==> src/sipo_defs.svh <==
// Purpose: Shared constants for the serial latched output driver link
// Assumes: 20 MHz system clock on both ends
// Notes: Times in ns, counts derived in cycles
`ifndef SIPO_DEFS_SVH
`define SIPO_DEFS_SVH
`define SIPO_WIDTH 20
`define SIPO_CLK_NS 50
`define SIPO_SETUP_NS 75
`define SIPO_SETUP_CYC ((`SIPO_SETUP_NS + `SIPO_CLK_NS - 1) / `SIPO_CLK_NS)
`define SIPO_PULSE_NS 150
`define SIPO_PULSE_CYC ((`SIPO_PULSE_NS + `SIPO_CLK_NS - 1) / `SIPO_CLK_NS)
`define SIPO_STB_GAP_NS 300
`define SIPO_STB_GAP_CYC ((`SIPO_STB_GAP_NS + `SIPO_CLK_NS - 1) / `SIPO_CLK_NS)
`define SIPO_STB_WIDTH_NS 100
`define SIPO_STB_WIDTH_CYC ((`SIPO_STB_WIDTH_NS + `SIPO_CLK_NS - 1) / `SIPO_CLK_NS)
`define SIPO_CNT_W 4
`define SIPO_BIT_W 5
`endif

==> src/sipo_pkg.sv <==
// Purpose: Types for the serial latched output driver link
// Assumes: Nothing beyond the defs header
// Notes: Host sequencer states
package sipo_pkg;
  typedef enum logic [2:0] {
    HS_IDLE,
    HS_SETUP,
    HS_HIGH,
    HS_LOW,
    HS_GAP,
    HS_STROBE
  } host_state_e;
  typedef logic [19:0] word_t;
endpackage

==> src/sipo_link_if.sv <==
// Purpose: Pin-level link between host and driver
// Assumes: Host drives all four inputs, driver drives cascade out
// Notes: No clocking block
`timescale 1ns/10ps
interface sipo_link_if;
  logic ser_in;
  logic shift_clk;
  logic load_strobe;
  logic blank;
  logic cascade_out;
  modport host (output ser_in, output shift_clk, output load_strobe, output blank, input cascade_out);
  modport driver (input ser_in, input shift_clk, input load_strobe, input blank, output cascade_out);
endinterface

==> src/sipo_host.sv <==
// Purpose: Host end: serialises 20-bit words and strobes them in
// Assumes: Word source and link share clk
// Notes: Two-entry buffer absorbs a word while a frame is in flight
`timescale 1ns/10ps
`include "sipo_defs.svh"
module sipo_host (
  input wire logic clk,
  input wire logic rst,
  input wire logic [`SIPO_WIDTH-1:0] word_in,
  input wire logic word_valid,
  output logic word_ready,
  input wire logic blank_req,
  input wire logic bypass,
  output logic busy,
  output logic cascade_seen,
  sipo_link_if.host link
);
  // ----------------------------------------
  // Two-entry buffer
  // ----------------------------------------
  sipo_pkg::word_t buf_mem [0:1];
  logic wr_ptr_r;
  logic rd_ptr_r;
  logic [1:0] count_r;
  wire buf_full = count_r == 2'h2;
  wire buf_empty = count_r == 2'h0;
  // Registered ready gates the push, so nothing is taken unannounced after reset
  wire push = word_valid & word_ready & ~buf_full;
  logic pop;
  wire [1:0] count_nxt = count_r + {1'b0, push} - {1'b0, pop};

  always_ff @(posedge clk) begin
    if (push) begin
      buf_mem[wr_ptr_r] <= word_in;
    end
  end

  always_ff @(posedge clk) begin
    if (rst) begin
      wr_ptr_r <= 1'b0;
      rd_ptr_r <= 1'b0;
      count_r <= 2'h0;
      word_ready <= 1'b0;
    end else begin
      wr_ptr_r <= wr_ptr_r ^ push;
      rd_ptr_r <= rd_ptr_r ^ pop;
      count_r <= count_nxt;
      word_ready <= count_nxt != 2'h2;
    end
  end

  // ----------------------------------------
  // Link sequencer
  // ----------------------------------------
  sipo_pkg::host_state_e state_r;
  sipo_pkg::host_state_e state_nxt;
  logic [`SIPO_CNT_W-1:0] cnt_r;
  logic [`SIPO_BIT_W-1:0] bit_r;
  sipo_pkg::word_t shw_r;
  logic sclk_r;
  logic stb_r;
  logic blk_r;
  logic din_r;
  logic cas_r;

  wire cnt_done = cnt_r == '0;
  wire last_bit = bit_r == 5'(`SIPO_WIDTH - 1);
  assign pop = (state_r == sipo_pkg::HS_IDLE) & ~buf_empty;

  always_comb begin
    state_nxt = state_r;
    unique case (state_r)
      sipo_pkg::HS_IDLE: if (pop) state_nxt = sipo_pkg::HS_SETUP;
      sipo_pkg::HS_SETUP: if (cnt_done) state_nxt = sipo_pkg::HS_HIGH;
      sipo_pkg::HS_HIGH: if (cnt_done) state_nxt = sipo_pkg::HS_LOW;
      sipo_pkg::HS_LOW: begin
        if (cnt_done) state_nxt = last_bit ? sipo_pkg::HS_GAP : sipo_pkg::HS_HIGH;
      end
      sipo_pkg::HS_GAP: if (cnt_done) state_nxt = sipo_pkg::HS_STROBE;
      sipo_pkg::HS_STROBE: if (cnt_done) state_nxt = sipo_pkg::HS_IDLE;
      default: state_nxt = sipo_pkg::HS_IDLE;
    endcase
  end

  // Low phase doubles as setup for the next bit, since 150 ns exceeds 75 ns
  wire load_cnt = state_nxt != state_r;
  wire [`SIPO_CNT_W-1:0] cnt_load =
    (state_nxt == sipo_pkg::HS_SETUP) ? `SIPO_CNT_W'(`SIPO_SETUP_CYC - 1) :
    (state_nxt == sipo_pkg::HS_GAP) ? `SIPO_CNT_W'(`SIPO_STB_GAP_CYC - 1) :
    (state_nxt == sipo_pkg::HS_STROBE) ? `SIPO_CNT_W'(`SIPO_STB_WIDTH_CYC - 1) :
    `SIPO_CNT_W'(`SIPO_PULSE_CYC - 1);
  wire low_done = (state_r == sipo_pkg::HS_LOW) & cnt_done;
  wire high_done = (state_r == sipo_pkg::HS_HIGH) & cnt_done;
  // Data moves on the falling shift edge: three cycles of setup (two before the first bit) and of hold
  wire [`SIPO_WIDTH-1:0] shw_nxt = pop ? buf_mem[rd_ptr_r] :
    high_done ? {shw_r[`SIPO_WIDTH-2:0], 1'b0} : shw_r;

  always_ff @(posedge clk) begin
    if (rst) begin
      state_r <= sipo_pkg::HS_IDLE;
      cnt_r <= '0;
      bit_r <= '0;
      shw_r <= '0;
    end else begin
      state_r <= state_nxt;
      cnt_r <= load_cnt ? cnt_load : cnt_r - `SIPO_CNT_W'(1);
      shw_r <= shw_nxt;
      if (pop) bit_r <= '0;
      else if (low_done) bit_r <= bit_r + 5'(1);
    end
  end

  // ----------------------------------------
  // Pin drive
  // ----------------------------------------
  // MSB first so word bit 19 ends in the last stage
  always_ff @(posedge clk) begin
    if (rst) begin
      sclk_r <= 1'b0;
      din_r <= 1'b0;
      stb_r <= 1'b0;
      blk_r <= 1'b1;
      cas_r <= 1'b0;
      busy <= 1'b0;
      cascade_seen <= 1'b0;
    end else begin
      din_r <= shw_nxt[`SIPO_WIDTH-1];
      sclk_r <= state_nxt == sipo_pkg::HS_HIGH;
      // Strobe only after the 300 ns gap, or held high in bypass
      stb_r <= bypass | (state_nxt == sipo_pkg::HS_STROBE);
      // Bypass blanks the whole frame
      blk_r <= blank_req | (bypass & (state_nxt != sipo_pkg::HS_IDLE));
      cas_r <= link.cascade_out;
      cascade_seen <= cas_r;
      busy <= state_nxt != sipo_pkg::HS_IDLE;
    end
  end

  assign link.shift_clk = sclk_r;
  assign link.ser_in = din_r;
  assign link.load_strobe = stb_r;
  assign link.blank = blk_r;
endmodule

==> src/flat_wrapper.sv <==
// flat-port wrapper written by rule: the top's interface ports become plain ports
module sipo_host_flat 
  (clk, rst, word_in, word_valid, word_ready, blank_req, bypass, busy, cascade_seen, link_ser_in, link_shift_clk, link_load_strobe, link_blank, link_cascade_out);
  sipo_link_if link_i ();
  input wire logic clk;
  input wire logic rst;
  input wire logic [`SIPO_WIDTH-1:0] word_in;
  input wire logic word_valid;
  output logic word_ready;
  input wire logic blank_req;
  input wire logic bypass;
  output logic busy;
  output logic cascade_seen;
  output wire logic [$bits(link_i.ser_in)-1:0] link_ser_in;
  output wire logic [$bits(link_i.shift_clk)-1:0] link_shift_clk;
  output wire logic [$bits(link_i.load_strobe)-1:0] link_load_strobe;
  output wire logic [$bits(link_i.blank)-1:0] link_blank;
  input wire logic [$bits(link_i.cascade_out)-1:0] link_cascade_out;
  assign link_ser_in = link_i.ser_in;
  assign link_shift_clk = link_i.shift_clk;
  assign link_load_strobe = link_i.load_strobe;
  assign link_blank = link_i.blank;
  assign link_i.cascade_out = link_cascade_out;
  sipo_host u_core (.clk(clk), .rst(rst), .word_in(word_in), .word_valid(word_valid), .word_ready(word_ready), .blank_req(blank_req), .bypass(bypass), .busy(busy), .cascade_seen(cascade_seen), .link(link_i));
endmodule
==> config.mk <==
export PLATFORM = sky130hd
export DESIGN_NAME = sipo_host_flat
export DESIGN_NICKNAME = d
export VERILOG_FILES = /design/src/sipo_pkg.sv /design/src/sipo_link_if.sv /design/src/sipo_host.sv /design/src/flat_wrapper.sv
export VERILOG_INCLUDE_DIRS = /design/src
export SDC_FILE = /design/constraint.sdc
export NUM_CORES = 1
export LEC_CHECK = 0
export BUFFER_PORTS_ARGS = -buffer_cell sky130_fd_sc_hd__buf_2
export CAP_MARGIN = 20
export CORE_ASPECT_RATIO = 1.1
export CORE_UTILIZATION = 36
export CTS_CLUSTER_DIAMETER = 60
export DETAILED_ROUTE_END_ITERATION = 7
export SLEW_MARGIN = 20
export SYNTH_ARGS = -nofsm -noshare
export SYNTH_HDL_FRONTEND = slang
export SYNTH_SLANG_ARGS = --single-unit
==> constraint.sdc <==
create_clock -name clk -period 4.1 [get_ports clk]
set_clock_uncertainty 0.05 [all_clocks]
set_input_delay 0.205 -clock clk [delete_from_list [all_inputs] [get_ports clk]]
set_output_delay 0.205 -clock clk [all_outputs]
set_load 0.01 [all_outputs]
==> metrics, run 1 <==
GPL Wtd Cong=0.766; Setup Buffers After CTS=0; worst-margin pin slew=1010 ps; Detail Placement HPWL=3.84 mm; largest cells by area after synthesis=edfxtp_1 36%, dfxtp_1 26%, a21oi_1 3.5%, mux2_2 3.4%, o221a_2 3.0%; met1 Use GR=15.8%; Starting Density=37.3%; RSZ-0062 raised after global routing=no; Avg WL per Cell=14.0 um; DP Area=3580 um^2; DR vias/cell=5.03; worst setup margin=1390 ps; Post-synth top flop=dfxtp_1; #FFs+latches synth=83; CTS sink cnt=83; PwrDens=636 nW/um^2; max_slew headroom=32.4%; Syn Area/Cell=12.6 um^2; VDD IR max=0.328 mV; Leak Pwr=1.46 nW; family with the most delay on the worst path=simple AND/OR/NAND/NOR gates; ANT cells=0; met3 Resource Use GR=4.06%; fin area=3980 um^2; max-cap check violation count=0; Yosys warnings=0; top cell type's share of synthesized area=36.1%; worst hold path startpoint=bypass; R2R cell count=10; die area=9630 um^2; Worst setup EP type=flop; Crit path arrival time=2870 ps; Rows=36; met2 Use GR=23.6%; die span in y=103 um; post-layout util=44.6%; R2R setup slack=1390 ps; CTS resizes=0; clock slew at reported path FFs=80 ps; Tcrit/Tclk final=66.0%; antenna violations before repair=0; CTS tree=built; area delta synth->final=19.6%; layout cell share with drive strength beyond 1=23.4%; Critical Path Max Stage Delay=540 ps; register area share after synthesis=62.0%; PortBufs=32; crit path launch type=flop; f_max=370 MHz; DR pass1 iterations=5; pre-CTS setup slack=1390 ps; worst skew pair latency=350 ps; Syn Nets=295; post-cts hold buffer count=21; post-route setup TNS=0 ps; largest net degree at the start of global routing=36; slowest stage cell, crit path=inv_1; Syn Inst Count=263; Min-Delay Endpoint=u_core.link.load_strobe; status=completed; Max Slew Vio Count=0; residual DRC count=0; CTS max path bufs=2; io pins=33; critical path class=flop to flop; cell area after synthesis=3330 um^2; final setup fails=0; global route overflow=0; worst path cell trace=nor3_1 -> nand2_1 -> inv_1 -> ha_1 -> inv_1 -> ha_1 -> xor2_1 -> xnor2_1 -> nor2_1 -> nor2_1; r2r endpoint=u_core.word_ready; reg-to-reg startpoint=u_core.state_r[1]; maximum fanout along the worst path=21; Hold Path Depth=3; Worst Path Required=4270 ps; area leader, netlist=edfxtp_1; vias in the first global route=2074; Yosys cell types=42; die span in x=93.7 um; CTS Buf Count=9; initial DRC count=127; first-pass GRT wire length=9.83 mm; clock root cell=clkbuf_8; Core Box Area=8920 um^2; hold violation count in the final report=0; Vias=2190; Worst Hold Class=primary input to flop; global route hottest layer=met2; # fillers=855; Tot GR Track Use=13.6%; CP Buf/Inv Count=2; post-route ant nets=0; Post-synth ARST share=0%; Routed WL=6.11 mm; Pwr Total=2.53 mW; Nets=348; EDFF count, synth=40; CTS HTree Levels=3; Tmin final=2710 ps
[cell families after synthesis]
family,after synthesis,synth area share [%]
compound gates,55,12.5
xor+xnor,10,2.63
fa+ha+maj,6,2.26
buf+inv,20,2.37
flops,83,62.0
mux,20,6.39
simple gates,69,11.8
[per-stage QoR]
stage / hold WS [ps] / instances
after floorplan: 254 / 263
after global placement: 343 / 397
final: 36.5 / 435
after detailed placement: 346 / 397
after global routing: 40.1 / 435
after CTS: 4.15 / 434
[cell usage in the layout, fill, tap and decap left out, types with 8 or more instances in the layout]
master         Yosys  routed
edfxtp_1          40      40
nand2_1           18      18
inv_1              8       8
clkbuf_8           0       9
a22oi_1           10      10
dfxtp_1           43      42
dlygate4sd3_1      0      22
mux2_2            10      10
a21oi_1           23      23
mux2i_1           10      10
nor2_1            16      16
o221a_2            9       9
buf_2              3      32
[sequential cells by signal (all words and copies together) (netlist names)]
| signal | cells |
|---|---|
| u_core.link.ser_in | 1 |
| u_core.bit_r | 5 |
| u_core.cnt_r | 4 |
| u_core.link.shift_clk | 1 |
| u_core.cas_r | 1 |
| u_core.busy | 1 |
| u_core.count_r | 2 |
| u_core.shw_r | 19 |
| u_core.cascade_seen | 1 |
| u_core.buf_mem | 40 |
| u_core.rd_ptr_r | 1 |
| u_core.wr_ptr_r | 1 |
| u_core.link.load_strobe | 1 |
| u_core.link.blank | 1 |
| u_core.word_ready | 1 |
| u_core.state_r | 3 |
[where the power goes]
part | internal, mW | switching, mW | leakage [nW]
Clock | 0.224 | 0.304 | 0.0852
Combinational | 0.372 | 0.408 | 0.652
Sequential | 1.07 | 0.153 | 0.719
[synthesized netlist by cell type (all sizes together), types with 7 or more instances]
master,n
edfxtp,40
a21oi,23
nor2b,7
o221a,9
dfxtp,43
mux2i,10
inv,8
nand2,18
a22oi,10
nor2,16
mux2,10
[layout make-up]
| cell class | instances | area, um^2 | share of cell area [%] |
|---|---|---|---|
| Inverter | 8 | 30.0 | 0.755 |
| Tap cell | 114 | 143 | 3.58 |
| Sequential cell | 83 | 2060 | 51.9 |
| Clock buffer | 9 | 124 | 3.11 |
| Multi-Input combinational cell | 160 | 1190 | 29.8 |
| Clock inverter | 7 | 52.6 | 1.32 |
| Timing Repair Buffer | 54 | 380 | 9.56 |
[worst max path at each step]
stage                      start                 to  slack (ps)  cells past startpoint
2_1_floorplan  u_core.state_r[0]  u_core.word_ready        1930                     12
3_3_place_gp   u_core.state_r[1]  u_core.word_ready        1480                     10
3_5_place_dp   u_core.state_r[1]  u_core.word_ready        1390                     10
4_1_cts        u_core.state_r[1]  u_core.word_ready        1370                     10
5_1_grt        u_core.state_r[1]  u_core.word_ready        1100                     10
6_report       u_core.state_r[1]  u_core.word_ready        1390                     10
[layer usage]
| metal | part of all wire, % | vias up |
|---|---|---|
| met2 | 50 | 42 |
| met1 | 45 | 1057 |
| li1 | - | 1083 |
| met4 | 1.3 | 0 |
| met3 | 3.9 | 8 |
| met5 | 0 | - |
[worst min-delay path: cells and delay by family]
kind / cells / cell delay (ps)
AO/OA/AOI/OAI: 1 / 40
buffers and inverters: 1 / 90
AND/OR/NAND/NOR: 1 / 70
(Power assumes the default switching activity.)
==> run 2: changes to the inputs <==
clock period = 2.2 ns   (was 4.1 ns; I/O delays follow)
==> run 2 against run 1 <==
  * Critical endpoint is now u_core.link.blank
  * Count of clock-buffer cells in the layout did not move
  * Non-clock buffer count rose by 13
  * Largest power group unchanged
  * Sequential share of layout area fell by 1.7 points
==> metrics, run 2 (same netlist as run 1, synthesis figures left out) <==
Tmin final=2070 ps; post-route setup TNS=0 ps; Rows=36; PortBufs=32; Pwr Total=4.94 mW; Clock power frac=22.3%; post-route ant nets=0; max reg flops=40; Flop pwr share=44.4%; Worst setup EP type=flop; residual DRC count=0; Avg WL per Cell=13.8 um; Starting Density=37.3%; maximum fanout along the worst path=7; Crit path arrival time=2270 ps; Biggest register=u_core.buf_mem; Sw Ratio=33.2%; VDD IR max=0.503 mV; Tcrit/Tclk final=93.9%; register area=2060 um^2; Vias=2190; clock root cell=clkbuf_8; CTS max path bufs=2; die span in x=93.7 um; GPL Wtd Cong=0.790; die area=9630 um^2; Logic pwr share=33.3%; first-pass GRT wire length=10.1 mm; Setup Buffers After CTS=0; most frequent cells in the layout=43 x dfxtp_1, 40 x edfxtp_1, 32 x buf_2; Worst Hold Class=primary input to flop; Routed WL=6.19 mm; vias in the first global route=2166; commonest non-fill, non-tap cell in the layout=dfxtp_1; Leak Pwr=1.53 nW; PwrDens=1200 nW/um^2; RSZ-0062 raised after global routing=no; CTS sink cnt=83; status=completed; largest net degree at the start of global routing=36; worst skew pair latency=350 ps; final cell count without fillers=448; Inst Count DP=408; initial DRC count=81; die span in y=103 um; crit path launch type=flop; global route overflow=0; Max Slew Vio Count=0; cell-internal power=3.30 mW; CTS tree=built; antenna violations before repair=0; Worst Path Required=2400 ps; Net Sw Power=1.64 mW; DR pass1 iterations=4; layout cell share with drive strength beyond 1=25.7%; Core Box Area=8920 um^2; hold violation count in the final report=0; CTS HTree Levels=3; CTS Buf Count=9; max_slew headroom=52.8%; f_max=484 MHz; Nets=361; clock slew at reported path FFs=90 ps; DR vias/cell=4.89; # fillers=835; Detail Placement HPWL=3.99 mm; ANT cells=0; io pins=33; area delta synth->final=23.7%; final setup fails=0; critical path class=flop to flop; Tot GR Track Use=14.1%; max-cap check violation count=0; worst-margin pin slew=708 ps; top flop regs=u_core.buf_mem (40), u_core.shw_r (19), u_core.bit_r (5); Multi-input gate area=1200 um^2
run 2: cell types whose count changed in the layout (fill, tap and decap cells not counted), sizes merged:
cell and change:
buf +11, clkinv -1, clkinvlp +1, inv -1, bufinv +1, dlygate4sd3 +2
run 2: repair_timing:
item,4_1_cts,5_1_grt
hold endpoints to repair,43,0
gates resized for setup,0,2
hold buffers,24,0
setup endpoints to repair,0,6
run 2: metrics by stage:
stage / worst slack, ps / area [um^2] / util [%] / hold slack, ps
3_5_place_dp: 210 / 3660 / 41.1 / 252
4_1_cts: 81.3 / 4100 / 46.0 / 232
3_3_place_gp: 217 / 3660 / 41.1 / 248
6_report: 135 / 4120 / 46.1 / 235
5_1_grt: 16.5 / 4120 / 46.1 / 262
2_1_floorplan: 34.5 / 3330 / - / 159
run 2: metal layers:
metal / track usage (%) / vias to the layer above / share of wire, %
li1: - / 1106 / -
met5: 0 / - / 0
met2: 24.4 / 32 / 49
met1: 16.4 / 1041 / 47
met3: 3.17 / 11 / 2.6
met4: 7.10 / 0 / 1.9
run 2: path summary, 6_finish.rpt:
path                         from                   to  slack, ps  depth (start not counted)
setup / recovery  u_core.cnt_r[0]    u_core.link.blank        130                          6
hold / removal                rst    u_core.state_r[0]        230                          2
setup reg to reg  u_core.cnt_r[0]    u_core.link.blank        130                          6
hold reg to reg      u_core.cas_r  u_core.cascade_seen        390                          1
run 2: worst max-delay path: stages (launching register included):
cell and delay, ps:
dfxtp_1 320, inv_1 60, ha_1 230, and4bb_4 320, o21ai_0 110, a311o_1 320, dlygate4sd3_1 550
run 2: layout make-up:
class / instances / area share [%]
Tap cell: 114 / 3.47
Clock inverter: 7 / 1.85
Inverter: 8 / 0.730
Multi-Input combinational cell: 160 / 29.1
Clock buffer: 9 / 3.01
Sequential cell: 83 / 50.1
Timing Repair Buffer: 67 / 11.7
run 2: power groups by stage:
stage | logic [mW] | clock network [mW] | registers [mW]
2_1_floorplan | 1.23 | 0 | 2.16
3_3_place_gp | 1.57 | 0 | 2.23
3_5_place_dp | 1.60 | 0 | 2.23
4_1_cts | 1.64 | 1.13 | 2.20
5_1_grt | 1.83 | 1.20 | 2.23
6_report | 1.64 | 1.10 | 2.20
